<file path="config.mk">
export PLATFORM = sky130hd
export DESIGN_NAME = prioritized_interrupt_controller
export DESIGN_NICKNAME = d
export VERILOG_FILES = /design/src/core/irq_ctrl_pkg.sv /design/src/core/priority_poll.sv /design/src/core/prioritized_interrupt_controller.sv
export SDC_FILE = /design/constraint.sdc
export NUM_CORES = 1
export LEC_CHECK = 0
export BUFFER_PORTS_ARGS = -buffer_cell sky130_fd_sc_hd__buf_2
export CAP_MARGIN = 20
export CORE_MARGIN = 2
export CORE_UTILIZATION = 48
export CTS_CLUSTER_DIAMETER = 40
export DETAILED_ROUTE_END_ITERATION = 10
export GPL_TIMING_DRIVEN = 0
export HOLD_SLACK_MARGIN = 0.02
export PLACE_DENSITY = 0.74
export SYNTH_ARGS = -nofsm -noshare
export SYNTH_HDL_FRONTEND = slang
export SYNTH_SLANG_ARGS = --single-unit
export TNS_END_PERCENT = 20
</file>
<file path="constraint.sdc">
create_clock -name aclk -period 2.2 [get_ports aclk]
set_input_delay 0.44 -clock aclk [delete_from_list [all_inputs] [get_ports aclk]]
set_output_delay 0.44 -clock aclk [all_outputs]
set_load 0.01 [all_outputs]
</file>
<file path="src/core/irq_ctrl_pkg.sv">
// Shared constants, field layouts and carrier types for the interrupt controller.
// Assumes a single system clock; every rate below it is a machine-cycle enable.
package irq_ctrl_pkg;

	// Source count, level count and priority groups
	localparam int NUM_SOURCES = 10;
	localparam int NUM_LEVELS  = 4;
	localparam int NUM_GROUPS  = 6;

	// Register indices as printed; the AXI byte address is four times the index
	localparam logic [7:0] IDX_ENABLE_PRIMARY     = 8'hA8;
	localparam logic [7:0] IDX_PRIORITY_LOW_BITS  = 8'hA9;
	localparam logic [7:0] IDX_ENABLE_SECONDARY   = 8'hB8;
	localparam logic [7:0] IDX_PRIORITY_HIGH_BITS = 8'hB9;
	localparam logic [7:0] IDX_REQUEST_FLAGS      = 8'hC0;
	localparam logic [7:0] IDX_SERVICE_STATUS     = 8'hC8;
	localparam int         ADDR_W                 = 12;
	localparam logic [ADDR_W-1:0] ADDR_ENABLE_PRIMARY     = {2'h0, IDX_ENABLE_PRIMARY, 2'h0};
	localparam logic [ADDR_W-1:0] ADDR_PRIORITY_LOW_BITS  = {2'h0, IDX_PRIORITY_LOW_BITS, 2'h0};
	localparam logic [ADDR_W-1:0] ADDR_ENABLE_SECONDARY   = {2'h0, IDX_ENABLE_SECONDARY, 2'h0};
	localparam logic [ADDR_W-1:0] ADDR_PRIORITY_HIGH_BITS = {2'h0, IDX_PRIORITY_HIGH_BITS, 2'h0};
	localparam logic [ADDR_W-1:0] ADDR_REQUEST_FLAGS      = {2'h0, IDX_REQUEST_FLAGS, 2'h0};
	localparam logic [ADDR_W-1:0] ADDR_SERVICE_STATUS     = {2'h0, IDX_SERVICE_STATUS, 2'h0};

	// Reset values and writable masks
	localparam logic [7:0] RESET_VALUE    = 8'h00;
	localparam logic [7:0] PRIORITY_MASK  = 8'h3F;
	localparam logic [7:0] ENABLE0_MASK   = 8'hBF;
	localparam logic [7:0] ENABLE1_MASK   = 8'hB3;
	localparam logic [7:0] REQUEST_MASK   = 8'hF3;

	// Enable register 0 fields
	localparam int EN0_GLOBAL_IRQ_GATE = 7;
	localparam int EN0_TIMER2          = 5;
	localparam int EN0_SERIAL0         = 4;
	localparam int EN0_TIMER1          = 3;
	localparam int EN0_EXT_PIN1        = 2;
	localparam int EN0_TIMER0          = 1;
	localparam int EN0_EXT_PIN0        = 0;

	// Enable register 1 fields
	localparam int EN1_TIMER2_RELOAD   = 7;
	localparam int EN1_TWO_WIRE        = 5;
	localparam int EN1_LOW_VOLTAGE     = 4;
	localparam int EN1_SERIAL_PERIPH   = 1;
	localparam int EN1_PULSE_WIDTH     = 0;

	// Request register fields
	localparam int REQ_TIMER2_RELOAD   = 7;
	localparam int REQ_TIMER2_OVERFLOW = 6;
	localparam int REQ_TWO_WIRE        = 5;
	localparam int REQ_LOW_VOLTAGE     = 4;
	localparam int REQ_SERIAL_PERIPH   = 1;
	localparam int REQ_PULSE_WIDTH     = 0;

	// Status register fields
	localparam int STAT_IN_SERVICE_LSB = 0;
	localparam int STAT_FORCED_CALL    = 4;

	// Source indices, in polling order (lowest index polled first)
	localparam int SRC_EXT_PIN0     = 0;
	localparam int SRC_PULSE_WIDTH  = 1;
	localparam int SRC_TIMER0       = 2;
	localparam int SRC_SERIAL_PERIPH = 3;
	localparam int SRC_EXT_PIN1     = 4;
	localparam int SRC_TIMER1       = 5;
	localparam int SRC_SERIAL0      = 6;
	localparam int SRC_LOW_VOLTAGE  = 7;
	localparam int SRC_TIMER2       = 8;
	localparam int SRC_TWO_WIRE     = 9;

	// Vector address of each source, indexed as above
	localparam logic [15:0] VECTOR_ADDR [NUM_SOURCES] = '{
		16'h0003, 16'h0043, 16'h000B, 16'h004B, 16'h0013,
		16'h001B, 16'h0023, 16'h0063, 16'h002B, 16'h006B};

	// Priority group of each source, indexed as above
	localparam logic [2:0] SOURCE_GROUP [NUM_SOURCES] = '{
		3'h0, 3'h0, 3'h1, 3'h1, 3'h2, 3'h3, 3'h4, 3'h4, 3'h5, 3'h5};

	// Latency in machine cycles
	localparam int DETECT_CYCLES = 1;
	localparam int CALL_CYCLES   = 6;
	localparam int MIN_LATENCY   = DETECT_CYCLES + CALL_CYCLES;
	localparam int MACHINE_DIV_DEFAULT = 12;

	// AXI responses
	localparam logic [1:0] RESP_OKAY   = 2'h0;
	localparam logic [1:0] RESP_SLVERR = 2'h2;

	// Request levels held inside other peripherals
	typedef struct packed {
		logic serial0_rx_tx_flags;
		logic timer1_overflow_flag;
		logic ext_pin1_req_flag;
		logic timer0_overflow_flag;
		logic ext_pin0_req_flag;
	} periph_level_type;

	// One-cycle set events for the flags held here
	typedef struct packed {
		logic timer2_reload_flag;
		logic timer2_overflow_flag;
		logic two_wire_req_flag;
		logic low_voltage_req_flag;
		logic serial_periph_req_flag;
		logic pulse_width_req_flag;
	} flag_set_type;

	// Forced call toward the sequencer
	typedef struct packed {
		logic        forced_call;
		logic [15:0] vector;
	} call_type;

	typedef enum logic [0:0] {
		CALL_IDLE = 1'b0,
		CALL_RUN  = 1'b1
	} call_state_type;

endpackage

</file>
<file path="src/core/priority_poll.sv">
// Sampling and polling stage: picks the winning request once per machine cycle.
// Assumes requests are already masked and synchronous to aclk.
`timescale 1ns/1ps
module priority_poll
	import irq_ctrl_pkg::*;
#(
	parameter int N = NUM_SOURCES
) (
	input  wire logic                 aclk,
	input  wire logic                 aresetn,
	input  wire logic                 sample,
	input  wire logic [N-1:0]         req,
	input  wire logic [N-1:0][1:0]    level,
	output      logic                 win_valid,
	output      logic [3:0]           win_source,
	output      logic [1:0]           win_level
);

	typedef struct packed {
		logic       valid;
		logic [3:0] source;
		logic [1:0] level;
	} poll_state_type;

	poll_state_type state;
	poll_state_type next_state;
	logic [NUM_LEVELS-1:0][N-1:0] hit;

	if (N < 1 || N > 16) begin : g_check
		$error("priority_poll: N out of range");
	end

	// One hit line per source and level
	for (genvar s = 0; s < N; s++) begin : g_src
		for (genvar l = 0; l < NUM_LEVELS; l++) begin : g_lvl
			assign hit[l][s] = req[s] && (level[s] == 2'(l));
		end
	end

	// Highest level first, then fixed polling order; captured only on the machine tick
	always_comb begin
		logic found;
		found = 1'b0;
		next_state = state;
		if (sample) begin
			next_state.valid = 1'b0;
			for (int l = NUM_LEVELS - 1; l >= 0; l--) begin
				for (int s = 0; s < N; s++) begin
					if (!found && hit[l][s]) begin
						found = 1'b1;
						next_state.valid  = 1'b1; // RULE7
						next_state.source = 4'(s); // RULE22
						next_state.level  = 2'(l); // RULE1
					end
				end
			end
		end
	end

	always_ff @(posedge aclk) begin
		if (!aresetn) begin
			state <= '0;
		end else begin
			state <= next_state;
		end
	end

	assign win_valid  = state.valid;
	assign win_source = state.source;
	assign win_level  = state.level;

endmodule // priority_poll

</file>
<file path="src/core/prioritized_interrupt_controller.sv">
// Interrupt controller: request flags, enables, four-level priority, forced call and nesting.
// Assumes an AXI4-Lite master, a sequencer that marks instruction boundaries and
// return-from-interrupt, and peripherals that drive request levels or set pulses on aclk.
`timescale 1ns/1ps

// Operation
// RULE1: Ten sources, four priority levels
// RULE2: Per-source enable masks each request
// RULE3: Only strictly higher level preempts service
// RULE4: Equal or lower level waits for return
// RULE5: Return ends the current service level
// RULE6: Flags set regardless of enables
// RULE7: Sample flags once per machine cycle
// RULE8: Pending enabled request forces long call
// RULE9: Minimum latency seven machine cycles
// RULE10: Ext0 0003H, timer0 000BH, ext1 0013H
// RULE11: Timer1 001BH, serial 0023H, timer2 002BH
// RULE12: PWM 0043H, SPI 004BH
// RULE13: Low voltage 0063H, IIC 006BH
// RULE14: Enable register 0 layout, resets zero
// RULE15: Enable register 1 layout
// RULE16: Timer2 reload flag cleared only by software
// RULE17: Timer2 overflow flag cleared only by software
// RULE18: PWM flag cleared only by software
// RULE19: IIC, LOW_VOLTAGE_DETECT, SPI flags cleared by writing zero
// RULE20: Sources paired into six priority groups
// RULE21: Level from high and low priority bits
// RULE22: Fixed polling order within a level
module prioritized_interrupt_controller
	import irq_ctrl_pkg::*;
#(
	parameter int MACHINE_DIV = MACHINE_DIV_DEFAULT
) (
	input  wire logic                  aclk,
	input  wire logic                  aresetn,
	input  wire logic [ADDR_W-1:0]     s_axi_awaddr,
	input  wire logic                  s_axi_awvalid,
	output      logic                  s_axi_awready,
	input  wire logic [31:0]           s_axi_wdata,
	input  wire logic [3:0]            s_axi_wstrb,
	input  wire logic                  s_axi_wvalid,
	output      logic                  s_axi_wready,
	output      logic [1:0]            s_axi_bresp,
	output      logic                  s_axi_bvalid,
	input  wire logic                  s_axi_bready,
	input  wire logic [ADDR_W-1:0]     s_axi_araddr,
	input  wire logic                  s_axi_arvalid,
	output      logic                  s_axi_arready,
	output      logic [31:0]           s_axi_rdata,
	output      logic [1:0]            s_axi_rresp,
	output      logic                  s_axi_rvalid,
	input  wire logic                  s_axi_rready,
	input  wire periph_level_type      periph_level,
	input  wire flag_set_type          flag_set,
	input  wire logic                  instr_boundary,
	input  wire logic                  reti_done,
	output      call_type              call,
	output      logic [NUM_SOURCES-1:0] vector_ack,
	output      logic                  machine_tick
);

	localparam int TICK_W = 8;

	typedef struct packed {
		logic [7:0]             enable_primary;
		logic [7:0]             enable_secondary;
		logic [7:0]             priority_low;
		logic [7:0]             priority_high;
		logic [7:0]             request;
		logic [TICK_W-1:0]      tick_count;
		logic                   tick;
		call_state_type         call_state;
		logic [2:0]             call_count;
		logic [NUM_LEVELS-1:0]  in_service;
		logic                   forced_call;
		logic [15:0]            call_vector;
		logic [NUM_SOURCES-1:0] ack;
		logic                   aw_held;
		logic [ADDR_W-1:0]      aw_addr;
		logic                   w_held;
		logic [31:0]            w_data;
		logic [3:0]             w_strb;
		logic                   awready;
		logic                   wready;
		logic                   bvalid;
		logic [1:0]             bresp;
		logic                   arready;
		logic                   rvalid;
		logic [31:0]            rdata;
		logic [1:0]             rresp;
	} ctrl_state_type;

	ctrl_state_type state;
	ctrl_state_type next_state;

	logic [NUM_SOURCES-1:0]      raw_req;
	logic [NUM_SOURCES-1:0]      src_enable;
	logic [NUM_SOURCES-1:0]      masked_req;
	logic [NUM_SOURCES-1:0][1:0] src_level;
	logic                        win_valid;
	logic [3:0]                  win_source;
	logic [1:0]                  win_level;

	if (MACHINE_DIV < 1 || MACHINE_DIV > 2 ** TICK_W) begin : g_check
		$error("prioritized_interrupt_controller: MACHINE_DIV out of range");
	end

	// Raw requests in polling order; flags count whatever the enables say, except the timer2 reload flag
	assign raw_req[SRC_EXT_PIN0]      = periph_level.ext_pin0_req_flag; // RULE6
	assign raw_req[SRC_PULSE_WIDTH]   = state.request[REQ_PULSE_WIDTH];
	assign raw_req[SRC_TIMER0]        = periph_level.timer0_overflow_flag;
	assign raw_req[SRC_SERIAL_PERIPH] = state.request[REQ_SERIAL_PERIPH];
	assign raw_req[SRC_EXT_PIN1]      = periph_level.ext_pin1_req_flag;
	assign raw_req[SRC_TIMER1]        = periph_level.timer1_overflow_flag;
	assign raw_req[SRC_SERIAL0]       = periph_level.serial0_rx_tx_flags;
	assign raw_req[SRC_LOW_VOLTAGE]   = state.request[REQ_LOW_VOLTAGE];
	// Reload flag only counts while its own extra enable is set
	assign raw_req[SRC_TIMER2]        = state.request[REQ_TIMER2_OVERFLOW]
		| (state.request[REQ_TIMER2_RELOAD] & state.enable_secondary[EN1_TIMER2_RELOAD]); // RULE15
	assign raw_req[SRC_TWO_WIRE]      = state.request[REQ_TWO_WIRE];

	// Per-source enables
	assign src_enable[SRC_EXT_PIN0]      = state.enable_primary[EN0_EXT_PIN0]; // RULE14
	assign src_enable[SRC_PULSE_WIDTH]   = state.enable_secondary[EN1_PULSE_WIDTH]; // RULE15
	assign src_enable[SRC_TIMER0]        = state.enable_primary[EN0_TIMER0];
	assign src_enable[SRC_SERIAL_PERIPH] = state.enable_secondary[EN1_SERIAL_PERIPH];
	assign src_enable[SRC_EXT_PIN1]      = state.enable_primary[EN0_EXT_PIN1];
	assign src_enable[SRC_TIMER1]        = state.enable_primary[EN0_TIMER1];
	assign src_enable[SRC_SERIAL0]       = state.enable_primary[EN0_SERIAL0];
	assign src_enable[SRC_LOW_VOLTAGE]   = state.enable_secondary[EN1_LOW_VOLTAGE];
	assign src_enable[SRC_TIMER2]        = state.enable_primary[EN0_TIMER2];
	assign src_enable[SRC_TWO_WIRE]      = state.enable_secondary[EN1_TWO_WIRE];

	// Global gate blocks everything, then each source has its own mask
	assign masked_req = raw_req & src_enable
		& {NUM_SOURCES{state.enable_primary[EN0_GLOBAL_IRQ_GATE]}}; // RULE2

	// Level per source from its group's bit in both priority registers
	for (genvar s = 0; s < NUM_SOURCES; s++) begin : g_level
		assign src_level[s] = {state.priority_high[SOURCE_GROUP[s]],
			state.priority_low[SOURCE_GROUP[s]]}; // RULE20 RULE21
	end

	// Detection stage: one machine cycle of sampling and polling
	priority_poll #(
		.N          (NUM_SOURCES)
	) poll (
		.aclk       (aclk),
		.aresetn    (aresetn),
		.sample     (state.tick),
		.req        (masked_req),
		.level      (src_level),
		.win_valid  (win_valid),
		.win_source (win_source),
		.win_level  (win_level)
	);

	// Next-state logic: divider, register file, call sequencing and AXI slave
	always_comb begin
		logic [7:0]            wr_byte;
		logic                  do_write;
		logic                  preempt_ok;
		logic [NUM_LEVELS-1:0] at_or_above;
		wr_byte     = 8'h00;
		do_write    = 1'b0;
		preempt_ok  = 1'b0;
		at_or_above = '0;
		next_state  = state;

		// Machine-cycle enable from the system clock
		next_state.tick = 1'b0;
		if (state.tick_count == TICK_W'(MACHINE_DIV - 1)) begin
			next_state.tick_count = '0;
			next_state.tick       = 1'b1;
		end else begin
			next_state.tick_count = state.tick_count + TICK_W'(1);
		end

		// Write channel capture in either order
		if (s_axi_awvalid && state.awready) begin
			next_state.aw_held = 1'b1;
			next_state.aw_addr = s_axi_awaddr;
		end
		if (s_axi_wvalid && state.wready) begin
			next_state.w_held = 1'b1;
			next_state.w_data = s_axi_wdata;
			next_state.w_strb = s_axi_wstrb;
		end
		if (state.bvalid && s_axi_bready) begin
			next_state.bvalid = 1'b0;
		end

		// Perform the write once both halves are in and the last response is gone
		if (state.aw_held && state.w_held && !state.bvalid) begin
			do_write           = state.w_strb[0];
			wr_byte            = state.w_data[7:0];
			next_state.aw_held = 1'b0;
			next_state.w_held  = 1'b0;
			next_state.bvalid  = 1'b1;
			next_state.bresp   = RESP_OKAY;
			unique case (state.aw_addr)
				ADDR_ENABLE_PRIMARY: begin
					if (do_write) next_state.enable_primary = wr_byte & ENABLE0_MASK; // RULE14
				end
				ADDR_ENABLE_SECONDARY: begin
					if (do_write) next_state.enable_secondary = wr_byte & ENABLE1_MASK; // RULE15
				end
				ADDR_PRIORITY_LOW_BITS: begin
					if (do_write) next_state.priority_low = wr_byte & PRIORITY_MASK; // RULE21
				end
				ADDR_PRIORITY_HIGH_BITS: begin
					if (do_write) next_state.priority_high = wr_byte & PRIORITY_MASK;
				end
				ADDR_REQUEST_FLAGS: begin
					// Software may clear or set flags; hardware never clears them
					if (do_write) next_state.request = wr_byte & REQUEST_MASK; // RULE16 RULE17 RULE18 RULE19
				end
				ADDR_SERVICE_STATUS: begin
					next_state.bresp = RESP_OKAY; // Read-only, writes are ignored
				end
				default: begin
					next_state.bresp = RESP_SLVERR;
				end
			endcase
		end
		next_state.awready = !next_state.aw_held;
		next_state.wready  = !next_state.w_held;

		// Hardware set applied last so it wins over a clear in the same cycle
		next_state.request[REQ_TIMER2_RELOAD]   = next_state.request[REQ_TIMER2_RELOAD]
			| flag_set.timer2_reload_flag; // RULE6 RULE16
		next_state.request[REQ_TIMER2_OVERFLOW] = next_state.request[REQ_TIMER2_OVERFLOW]
			| flag_set.timer2_overflow_flag; // RULE17
		next_state.request[REQ_TWO_WIRE]        = next_state.request[REQ_TWO_WIRE]
			| flag_set.two_wire_req_flag; // RULE19
		next_state.request[REQ_LOW_VOLTAGE]     = next_state.request[REQ_LOW_VOLTAGE]
			| flag_set.low_voltage_req_flag;
		next_state.request[REQ_SERIAL_PERIPH]   = next_state.request[REQ_SERIAL_PERIPH]
			| flag_set.serial_periph_req_flag;
		next_state.request[REQ_PULSE_WIDTH]     = next_state.request[REQ_PULSE_WIDTH]
			| flag_set.pulse_width_req_flag; // RULE18

		// Read channel: one word per request, answered on the next edge
		if (state.rvalid && s_axi_rready) begin
			next_state.rvalid = 1'b0;
		end
		if (s_axi_arvalid && state.arready) begin
			next_state.rvalid = 1'b1;
			next_state.rresp  = RESP_OKAY;
			next_state.rdata  = 32'h0000_0000;
			unique case (s_axi_araddr)
				ADDR_ENABLE_PRIMARY:     next_state.rdata[7:0] = state.enable_primary;
				ADDR_ENABLE_SECONDARY:   next_state.rdata[7:0] = state.enable_secondary;
				ADDR_PRIORITY_LOW_BITS:  next_state.rdata[7:0] = state.priority_low;
				ADDR_PRIORITY_HIGH_BITS: next_state.rdata[7:0] = state.priority_high;
				ADDR_REQUEST_FLAGS:      next_state.rdata[7:0] = state.request;
				ADDR_SERVICE_STATUS: begin
					next_state.rdata[STAT_IN_SERVICE_LSB +: NUM_LEVELS] = state.in_service;
					next_state.rdata[STAT_FORCED_CALL]                  = state.forced_call;
				end
				default:                 next_state.rresp = RESP_SLVERR;
			endcase
		end
		next_state.arready = !next_state.rvalid;

		// A new call is allowed only if no level at or above the winner is in service
		for (int l = 0; l < NUM_LEVELS; l++) begin
			at_or_above[l] = (l >= int'(win_level));
		end
		preempt_ok = ((state.in_service & at_or_above) == '0); // RULE3 RULE4

		// Return from interrupt releases the highest level in service
		if (reti_done) begin
			for (int l = 0; l < NUM_LEVELS; l++) begin
				if (state.in_service[l] && ((state.in_service >> (l + 1)) == '0)) begin
					next_state.in_service[l] = 1'b0; // RULE5
				end
			end
		end

		// Forced long call: started at an instruction boundary, lasts six machine cycles
		next_state.ack = '0;
		unique case (state.call_state)
			CALL_IDLE: begin
				if (state.tick && win_valid && instr_boundary && preempt_ok) begin
					next_state.call_state  = CALL_RUN; // RULE8
					next_state.call_count  = 3'(CALL_CYCLES - 1); // RULE9
					next_state.forced_call = 1'b1;
					next_state.call_vector = VECTOR_ADDR[win_source]; // RULE10 RULE11 RULE12 RULE13
					next_state.ack[win_source] = 1'b1;
					next_state.in_service[win_level] = 1'b1; // RULE3
				end
			end
			CALL_RUN: begin
				if (state.tick) begin
					if (state.call_count == 3'h0) begin
						next_state.call_state  = CALL_IDLE;
						next_state.forced_call = 1'b0;
					end else begin
						next_state.call_count = state.call_count - 3'h1;
					end
				end
			end
		endcase
	end

	// Single state register; synchronous active-low reset
	always_ff @(posedge aclk) begin
		if (!aresetn) begin
			state                  <= '0;
			state.enable_primary   <= RESET_VALUE; // RULE14
			state.enable_secondary <= RESET_VALUE;
			state.priority_low     <= RESET_VALUE;
			state.priority_high    <= RESET_VALUE;
			state.request          <= RESET_VALUE;
			state.call_state       <= CALL_IDLE;
			state.bresp            <= RESP_OKAY;
			state.rresp            <= RESP_OKAY;
		end else begin
			state <= next_state;
		end
	end

	// Outputs straight from the state register
	assign s_axi_awready    = state.awready;
	assign s_axi_wready     = state.wready;
	assign s_axi_bvalid     = state.bvalid;
	assign s_axi_bresp      = state.bresp;
	assign s_axi_arready    = state.arready;
	assign s_axi_rvalid     = state.rvalid;
	assign s_axi_rdata      = state.rdata;
	assign s_axi_rresp      = state.rresp;
	assign call.forced_call = state.forced_call;
	assign call.vector      = state.call_vector;
	assign vector_ack       = state.ack;
	assign machine_tick     = state.tick;

endmodule // prioritized_interrupt_controller

</file>
Word-level counts from Yosys, hierarchy flattened

Memory sizes are Yosys's and may differ from the RTL's.
Index checks and enable logic that the tools add are counted.

Bits in registers: 148
Latch bits: 0
Bits in writable memories: 0
Bits in read-only memories: 256
Input bits: 80
Output and inout port bits: 69
Logic and storage cells: 406
Memories: 1

Memories:

| name             | depth | width | read ports | clocked after memory_dff | write ports | RTL line                                | source |
|---|---|---|---|---|---|---|---|
| (name not given) | 16    | 16    | 1          | 0                        | 0           | prioritized_interrupt_controller.sv:289 | `next_state.call_vector = VECTOR_ADDR[win_source];` |

Add/subtract/negate cells: 2
$mul: 0
Divide/modulo/power cells: 0
Order comparisons: 8
Eq/ne operators: 35
Shift-type cells: 0
Multiplexer cells: 153
Bitwise operators: 16
Reduce and logical (&&, ||, !) cells: 162

Operator list:

| operator                                                           | number |
|---|---|
| 7-bit 2-to-1 mux                                                   | 40 |
| 12-bit by 10-bit == test with 1-bit output (second input constant) | 12 |
| 1-bit logical AND                                                  | 94 |
| 1-bit 2-to-1 mux                                                   | 91 |
| 35-bit 2-to-1 mux                                                  | 2 |
| 1-bit logical NOT                                                  | 43 |
| 40-bit nonzero test                                                | 1 |
| 37-bit 2-to-1 mux                                                  | 1 |
| 16-bit 2-to-1 mux                                                  | 2 |
| 5-bit one-hot mux with 6 select lines                              | 1 |
| 2-bit == test (second input constant)                              | 12 |
| 8-bit 2-to-1 mux                                                   | 3 |
| 10-bit bitwise AND                                                 | 2 |
| 3-bit AND reduction                                                | 6 |
| 4-bit logical NOT                                                  | 4 |
| 3-bit one-hot mux with 5 select lines                              | 1 |
| 13-bit 2-to-1 mux                                                  | 1 |
| 2-bit by 1-bit == test with 1-bit output (second input constant)   | 6 |
| 2-bit logical NOT                                                  | 6 |
| 4-bit 2-to-1 mux                                                   | 3 |
| 6-bit OR reduction                                                 | 2 |
| 8-bit by 1-bit adder with 8-bit output (second input constant)     | 1 |
| 8-bit by 4-bit == test with 1-bit output (second input constant)   | 1 |
| 4-bit one-hot mux with 2 select lines                              | 1 |
| 26 further kinds                                                   | 40 |

Logic depth before layout (Yosys ltp)

Gate-level depths: netlist (run 1).

Depth in word-level cells: 163
Mapped depth: 9
Gate-level depth less buffers: 8

Cells and area by module

From an unflattened synthesis (run 1), not the netlist that was laid out.

Cell total of the unflattened synthesis: 705
Area total of the unflattened synthesis: 5881.9 µm²

Modules (own cells, without submodules):

| module                           | times used | cells an instance | area each (µm²) | seq. area each (µm²) |
|---|---|---|---|---|
| prioritized_interrupt_controller | 1          | 541               | 4740.8          | 2021.9 |
| priority_poll                    | 1          | 164               | 1141.1          | 140.1 |

Worst setup path before layout (run 1)

No wires, ideal clock.

Path type: input-to-reg
From: input port periph_level[3] (netlist name)
To: register poll.state, in the netlist poll.win_level[1]
Library setup time: 0.073 ns
Data arrival time: 2.191 ns
Required time: 2.127 ns
Slack: -0.065 ns
Stages: 8
Path buffers: 1
Path through: and4_1 > a22o_1 > nor4_4 > nand4_2 > o41a_1 > buf_6 > and3b_4 > nor3_2

Longest elaborated chain between the ends: 142
Elaborated cells on any way between the ends: 180
Classes of those cells: mux (103); bitwise (2); reduce/logical (75)

RTL lines:

| item                                 | RTL line                                | source |
|---|---|---|
| from (decl)                          | prioritized_interrupt_controller.sv:53  | `input wire periph_level_type periph_level,` |
| 10-bit bitwise AND *                 | prioritized_interrupt_controller.sv:135 | `assign masked_req = raw_req & src_enable` |
| 10-bit bitwise AND *                 | prioritized_interrupt_controller.sv:136 | `& {NUM_SOURCES{state.enable_primary[EN0_GLOBAL_IRQ_GATE]}};` |
| 1-bit logical AND                    | priority_poll.sv:36                     | `assign hit[l][s] = req[s] && (level[s] == 2'(l));` |
| 1-bit logical AND                    | priority_poll.sv:49                     | `if (!found && hit[l][s]) begin` |
| 1-bit 2-to-1 mux                     | priority_poll.sv:49                     |  |
| 1-bit 2-to-1 mux                     | priority_poll.sv:45                     | `if (sample) begin` |
| 1-bit logical NOT                    | priority_poll.sv:49                     |  |
| 1-bit logical AND                    | priority_poll.sv:49                     |  |
| (+126 left out)                      | -                                       |  |
| 1-bit logical NOT                    | priority_poll.sv:49                     |  |
| 1-bit logical AND                    | priority_poll.sv:49                     |  |
| 1-bit 2-to-1 mux                     | priority_poll.sv:49                     |  |
| 1-bit 2-to-1 mux                     | priority_poll.sv:45                     |  |
| 1-bit logical NOT                    | priority_poll.sv:49                     |  |
| 1-bit logical AND                    | priority_poll.sv:49                     |  |
| 40-bit nonzero test (no source line) | -                                       |  |
| 2-bit AND reduction (no source line) | -                                       |  |
| to (signal assigned)                 | priority_poll.sv:64                     | `state <= next_state;` |
| to (decl)                            | priority_poll.sv:25                     | `poll_state_type state;` |

Mark *: on every way between the ends. The rest lies on a longest branch, timed or not. The select of a mux whose other input is x is not followed.
A chain may end at the register's enable or synchronous reset.

Final worst setup path (run 1)

From: register state[174] (netlist name)
To: register poll.state, in the netlist poll.win_level[1]

Longest elaborated chain between the ends: 160
Elaborated cells on any way between the ends: 238
Classes of those cells: mux (117); bitwise (1); reduce/logical (120)

RTL lines:

| item                                 | RTL line                                | source |
|---|---|---|
| from (decl)                          | prioritized_interrupt_controller.sv:93  | `ctrl_state_type state;` |
| from (signal assigned)               | prioritized_interrupt_controller.sv:320 | `state <= next_state;` |
| 10-bit bitwise AND *                 | prioritized_interrupt_controller.sv:136 |  |
| 1-bit logical AND                    | priority_poll.sv:36                     |  |
| 1-bit 2-to-1 mux                     | priority_poll.sv:49                     |  |
| 1-bit 2-to-1 mux                     | priority_poll.sv:45                     |  |
| 1-bit logical NOT                    | priority_poll.sv:49                     |  |
| 1-bit logical AND                    | priority_poll.sv:49                     |  |
| 1-bit 2-to-1 mux                     | priority_poll.sv:49                     |  |
| 1-bit 2-to-1 mux                     | priority_poll.sv:45                     |  |
| (+144 left out)                      | -                                       |  |
| 1-bit logical NOT                    | priority_poll.sv:49                     |  |
| 1-bit logical AND                    | priority_poll.sv:49                     |  |
| 1-bit 2-to-1 mux                     | priority_poll.sv:49                     |  |
| 1-bit 2-to-1 mux                     | priority_poll.sv:45                     |  |
| 1-bit logical NOT                    | priority_poll.sv:49                     |  |
| 1-bit logical AND                    | priority_poll.sv:49                     |  |
| 40-bit nonzero test (no source line) | -                                       |  |
| 2-bit AND reduction (no source line) | -                                       |  |

Marks and branches as above.

==> reports/summary.txt, run 1 <==
Worst Reg-to-Reg Cells: 9
Largest family of logic cells by synthesized area: simple AND/OR/NAND/NOR gates
Total power: 0.004070 W
Post-synthesis compound-gate area fraction: 15.82%
Worst EP arrival: 2.52 ns
DRT Pass-1 Iters: 5
Final hold violations: 0
Final min period: 2.243 ns
Top-count cell post-synth: dfxtp_1
Reg-to-Reg Start: state[174]$_SDFFE_PN0P_
Core region area: 11470 µm²
Worst-Margin Slew: 0.7196 ns
Status: finished, violations left
MaxCap Viol Count: 0
Asr flop ratio synth: 0%
CP startpoint: state[174]$_SDFFE_PN0P_
Setup CP Type: reg2reg
Synth Warn #: 0
Post-DP HPWL: 11680 µm
Highest fanout seen on the critical path: 10
PortBufs: 83
Worst-case clock buffer depth: 2
Post-DRT Antenna Nets: 0
Most frequent cells after synthesis: dfxtp_1 (108), nor2_1 (85), nand2_1 (72), buf_4 (64), a21oi_1 (50)
RSZ-0062 raised after global routing: yes
Xor-xnor portion of the synthesized cell area: 0.9304%
Gpl congestion: 0.9434
Hold depth: 3
R2R Path End: poll.win_level[1]$_SDFFE_PN0P_
Syn_area_per_cell: 8.185 µm²
Final Instance Area: 7169 µm²
Area delta synth->final: 26.94%
FMAX: 445.7 MHz
Post-synth design cell area: 5648 µm²
CTS tree: yes
Clk sink count: 108
Beginning of the worst hold path: flag_set[2]
Synth cell types: 70
Worst hold path type: in2reg
CTS Buf Count: 9
Die area: 12650 µm²
Final hold slack: 0.3241 ns
DRC Markers: 0
Final Cycle Share: 102.0%
Die W: 112.5 µm
Synth top area share: 38.28%
EDFF count, synth: 0
Via count: 5435
Max_slew headroom: 52.03%
CP Launch Type: flop
H-tree depth: 3
First-pass GRT wire length: 25070 µm
Place WS: -0.6266 ns
Initial antenna violation count: 0
Clock Pin Slew Worst Setup and Hold Paths: 0.07 ns
WL final: 15860 µm
PwrDens: 567.7 nW/µm²
Synth area leader: dfxtp_1
Max rail drop VDD: 0.6013 mV
Final Max Slew Viols: 0
Hold Path Sink: raw_req[7]$_SDFF_PN0_
Main synth FF type: dfxtp_1
Final Skew: 0.007311 ns
Violated checks: setup timing
Post-DP Area: 6374 µm²
Post-Synthesis Cells: 690
Final WS setup: -0.04345 ns
Global route total overflow: 0
Register area share after synthesis: 38.28%
Largest net degree at the start of global routing: 17
DR iter-0 viols: 408
DIE HEIGHT: 112.5 µm
Simple-Gate Fraction of Synth Area: 24.86%
P_leak: 2.998 nW
Vias in the first global route: 4993
Mux cell area share after synthesis: 7.089%
CP endpoint kind: flop
Share of cells above drive strength 1: 29.72%
Nets: 927
Initial core utilization: 49.25%
Post-DR vias/cell: 5.484
CP required: 2.47 ns
Gr usage total: 24.59%
DR WL/cell: 16.00 µm
Hold_buf cts: 0
Row cnt: 39
Post-Synth Adder-Cell Area: 0.6646%
Synth area leaders: dfxtp_1 (38%), buf_4 (8.5%), mux2i_1 (7.1%)
Number of diodes: 0
Clk_lat worst skew: 0.35 ns
Number of synthesized register bits: 108
I/O Pins: 149
Endpoints failing setup: 6
Setup slack, reg-to-reg: -0.04 ns
Root Buffer: clkbuf_16
==> area by class of cell <==
| cell class | count | area, µm² |
|---|---|---|
| plain buffers | 96 | 629.4 |
| clock buffers | 11 | 232.7 |
| clock inverters | 4 | 73.82 |
| fillers | 1016 | 4298 |
| inverters | 21 | 78.83 |
| multi-input cells | 499 | 3163 |
| flip-flops and latches | 108 | 2197 |
| well taps | 143 | 178.9 |
| repair buffers | 109 | 615.6 |
==> routing by layer <==
| layer | wire length [µm] | vias up | GRT usage, % |
|---|---|---|---|
| met1 | 6856 | 2492 | 33.12 |
| met4 | 351 | 0 | 8.130 |
| li1 | - | 2659 | - |
| met3 | 1170 | 23 | 3.672 |
| met2 | 7479 | 261 | 40.64 |
| met5 | 0 | - | 0 |
==> sequential cells by signal, summed over array words and instances (netlist names) <==
name / cells
s_axi_rvalid: 1
poll.win_valid: 1
s_axi_bresp: 1
poll.win_level: 2
s_axi_arready: 1
s_axi_wready: 1
s_axi_rresp: 1
s_axi_rdata: 8
poll.win_source: 4
src_enable: 10
src_level: 12
machine_tick: 1
s_axi_awready: 1
call: 6
vector_ack: 10
state: 43
s_axi_bvalid: 1
raw_req: 4
==> power by group <==
part	leakage (nW)	total (W)	switching, W	internal [W]
Combinational	1.96	0.000330	0.000181	0.000150
Clock	0.150	0.00170	0.000706	0.000995
Sequential	0.885	0.00204	0.0000434	0.00200
Total	3.00	0.00407	0.000930	0.00314
==> worst max path at each step <==
stage | endpoint | slack (ns)
after global routing | poll.win_level[1]$_SDFFE_PN0P_ | -0.13
final | poll.win_level[1]$_SDFFE_PN0P_ | -0.04
after detailed placement | poll.win_source[0]$_SDFFE_PN0P_ | -0.63
after floorplan | s_axi_rdata[2]$_SDFFE_PN0P_ | -0.004
after global placement | poll.win_source[0]$_SDFFE_PN0P_ | -0.71
after CTS | poll.win_level[1]$_SDFFE_PN0P_ | -0.10
==> per-stage QoR <==
stage / std cells / setup TNS (ns) / utilization (%)
finish: 991 / -0.1404 / 62.52
global route: 991 / -0.9536 / 62.52
CTS: 971 / -0.4839 / 59.77
detailed placement: 951 / -7.997 / 55.58
global placement: 951 / -7.406 / 55.58
floorplan: 725 / -0.007210 / -
==> cells in the final DEF (no fill, tap or decap), types with 5 or more instances in the layout <==
cell type / netlist / routed
nand4b_1: 5 / 5
clkbuf_16: 0 / 9
nand3_1: 25 / 24
or3_1: 6 / 6
nor4_1: 7 / 5
nand2b_1: 7 / 7
o21ai_0: 25 / 22
a31oi_1: 7 / 7
dfxtp_4: 0 / 7
clkbuf_1: 25 / 23
conb_1: 1 / 36
nor2_1: 85 / 83
mux2i_1: 40 / 40
nor3_1: 13 / 12
a32oi_1: 5 / 5
dfxtp_1: 108 / 94
a21oi_1: 50 / 46
buf_2: 3 / 85
dfxtp_2: 0 / 7
and2_1: 7 / 7
and3_1: 7 / 6
inv_1: 21 / 20
nand2_1: 72 / 72
buf_4: 64 / 88
nand3b_1: 7 / 7
==> cells by family (layout without fill, tap and decap cells) <==
kind of cell             count (synthesis)  count (layout)
other                                    1              36
AO/OA/AOI/OAI                          139             139
buffers and inverters                  118             241
AND/OR/NAND/NOR                        275             275
adder cells (fa/ha/maj)                  3               3
multiplexers                            40              40
flip-flops                             108             108
XOR/XNOR                                 6               6
==> what timing repair did <==
| item | CTS | global route |
|---|---|---|
| setup buffers | 6 | 19 |
| hold endpoints to repair | 0 | 0 |
| gates cloned | 0 | 1 |
| pin swaps | 7 | 25 |
| setup endpoints to repair | 35 | 40 |
| resized for setup | 34 | 48 |
==> worst max-delay path, cell delays in order (launching register included) <==
cell and delay (ns):
dfxtp_4 0.37, buf_6 0.15, nor3b_1 0.16, nor2b_4 0.17, nor4_4 0.28, nand2_1 0.12, o41a_1 0.48, buf_6 0.15
and3b_4 0.18, nor3_2 0.10
No activity file was read; power rests on OpenSTA's default activity.
==> run 2: changes to the inputs <==
Settings changed: CORE_MARGIN 2 to not set.
==> reports/summary.txt, run 2 (synthesis results as in run 1) <==
Nets: 923 (-0.43%)
Core region area: 11420 µm² (-0.42%)
Clk_lat worst skew: 0.35 ns (about the same)
WL final: 15990 µm (+0.85%)
Largest net degree at the start of global routing: 20 (+3)
RSZ-0062 raised after global routing: yes
Worst EP arrival: 2.62 ns (+0.10 ns)
Final Cycle Share: 106.7% (+4.8 points)
Clock Pin Slew Worst Setup and Hold Paths: 0.08 ns (about the same)
Commonest non-fill, non-tap cell in the layout: dfxtp_1
Via count: 5499 (+1.2%)
Final hold violations: 0 (unchanged)
Worst-Margin Slew: 0.8960 ns (+0.1764 ns)
Hold_buf cts: 0 (unchanged)
Post-DRT Antenna Nets: 0 (unchanged)
Share of cells above drive strength 1: 28.76% (-0.96 points)
FMAX: 425.8 MHz (-4.5%)
Initial core utilization: 49.46% (+0.21 points)
Post-DR vias/cell: 5.566 (+1.5%)
First-pass GRT wire length: 25310 µm (+0.94%)
Vias in the first global route: 5112 (+2.4%)
Status: finished, violations left
Initial antenna violation count: 0 (unchanged)
Fillers: 1000 (-1.6%)
Gr usage total: 25.78% (+1.2 points)
Endpoints failing setup: 7 (+1)
DR iter-0 viols: 411 (+0.74%)
PortBufs: 83 (unchanged)
Gpl congestion: 0.9799 (+3.9%)
Violated checks: setup timing
DIE HEIGHT: 110.5 µm (-1.8%)
Most frequent cells in the layout: dfxtp_1 (98), buf_2 (85), buf_4 (84)
Row cnt: 39 (unchanged)
I/O Pins: 149 (unchanged)
Worst hold path type: in2reg
CP required: 2.47 ns (about the same)
CTS Buf Count: 9 (unchanged)
Place WS: -0.6994 ns (-0.07280 ns)
DR WL/cell: 16.19 µm (+1.2%)
Max reg flops: 43 (unchanged)
DRT Pass-1 Iters: 8 (+3)
Total power: 0.004000 W (-1.7%)
CTS tree: yes
Area delta synth->final: 25.90%
Post-DP HPWL: 11720 µm (+0.36%)
Global route total overflow: 0 (unchanged)
Clk sink count: 108 (unchanged)
Sequential cell area: 2177 µm² (-0.91%)
Max_slew headroom: 39.45% (-13 points)
Multi-input logic area: 3126 µm² (-1.2%)
Final Max Slew Viols: 0 (unchanged)
Highest fanout seen on the critical path: 7 (-3)
PwrDens: 562.6 nW/µm² (-0.91%)
CP endpoint kind: flop
Top reg by flops: state
CP Launch Type: flop
Die area: 12200 µm² (-3.5%)
Final min period: 2.348 ns (+0.1050 ns)
Root Buffer: clkbuf_16
Worst-case clock buffer depth: 2 (unchanged)
DRC Markers: 0 (unchanged)
Max rail drop VDD: 0.4639 mV (-23%)
MaxCap Viol Count: 0 (unchanged)
Setup CP Type: reg2reg
Number of diodes: 0 (unchanged)
Final Skew: 0.007304 ns (-0.000006690 ns)
Final WS setup: -0.1484 ns (-0.1050 ns)
P_leak: 2.977 nW (-0.71%)
H-tree depth: 3 (unchanged)
Die W: 110.5 µm (-1.8%)
-- run 2: cell count changes in the layout (fill, tap and decap cells not counted), sizes merged --
| cell | delta |
|---|---|
| buf | -4 |
| bufinv | -2 |
| clkinv | +1 |
| inv | +2 |
-- run 2: metal layers --
| layer | routed length (µm) | vias up | part of all wire (%) | global-route usage [%] |
|---|---|---|---|---|
| met4 | 467 | 0 | 2.9 | 9.333 |
| met2 | 7621 | 248 | 48 | 43.52 |
| met5 | 0 | - | 0 | 0 |
| met1 | 6924 | 2557 | 43 | 32.62 |
| met3 | 979 | 40 | 6.1 | 4.940 |
| li1 | - | 2654 | - | - |
-- run 2: critical path, cell delays in order, from the launching register on --
cell	delay, ns
dfxtp_4	0.39
buf_8	0.14
nand4b_1	0.21
o22ai_2	0.15
nor4_4	0.34
nand2_2	0.10
o41a_1	0.50
buf_6	0.17
and3b_4	0.18
nor3_2	0.09
-- run 2: where the power goes --
group	internal, W	switching (W)
logic	0.000149	0.000183
registers	0.00200	0.0000453
clock network	0.000859	0.000764
-- run 2: final timing paths --
check	startpoint	endpoint	slack (ns)	cells after the start
max	state[174]$_SDFFE_PN0P_	poll.win_level[1]$_SDFFE_PN0P_	-0.15	9
min	flag_set[2]	raw_req[7]$_SDFF_PN0_	0.32	3
max reg2reg	state[174]$_SDFFE_PN0P_	poll.win_level[1]$_SDFFE_PN0P_	-0.15	9
min reg2reg	state[127]$_SDFF_PP0_	state[127]$_SDFF_PP0_	0.45	1
-- run 2: stage by stage --
stage / TNS [ns] / utilization, % / cell area (µm²) / hold slack (ns) / cells
floorplan: -0.007210 / - / 5779 / 0.4175 / 725
global placement: -8.008 / 55.82 / 6374 / 0.4320 / 951
detailed placement: -8.735 / 55.82 / 6374 / 0.4391 / 951
CTS: -0.6824 / 61.07 / 6973 / 0.3081 / 982
global route: -1.984 / 62.27 / 7111 / 0.3079 / 988
finish: -0.7235 / 62.27 / 7111 / 0.3153 / 988
-- run 2: area by class of cell --
type | instances | share of cell area [%]
Buffer | 96 | 8.974
Clock buffer | 11 | 3.554
Clock inverter | 5 | 0.7566
Inverter | 21 | 1.109
Multi-Input combinational cell | 499 | 43.96
Sequential cell | 108 | 30.62
Tap cell | 143 | 2.516
Timing Repair Buffer | 105 | 8.517
-- run 2: what timing repair did --
action                                 in CTS  in global routing
gates cloned                                1                  1
buffers inserted                           15                  5
pin swaps                                  12                  5
endpoints found under the hold margin       0                  0
gates resized for setup                    45                 22
setup endpoints to repair                  34                 34
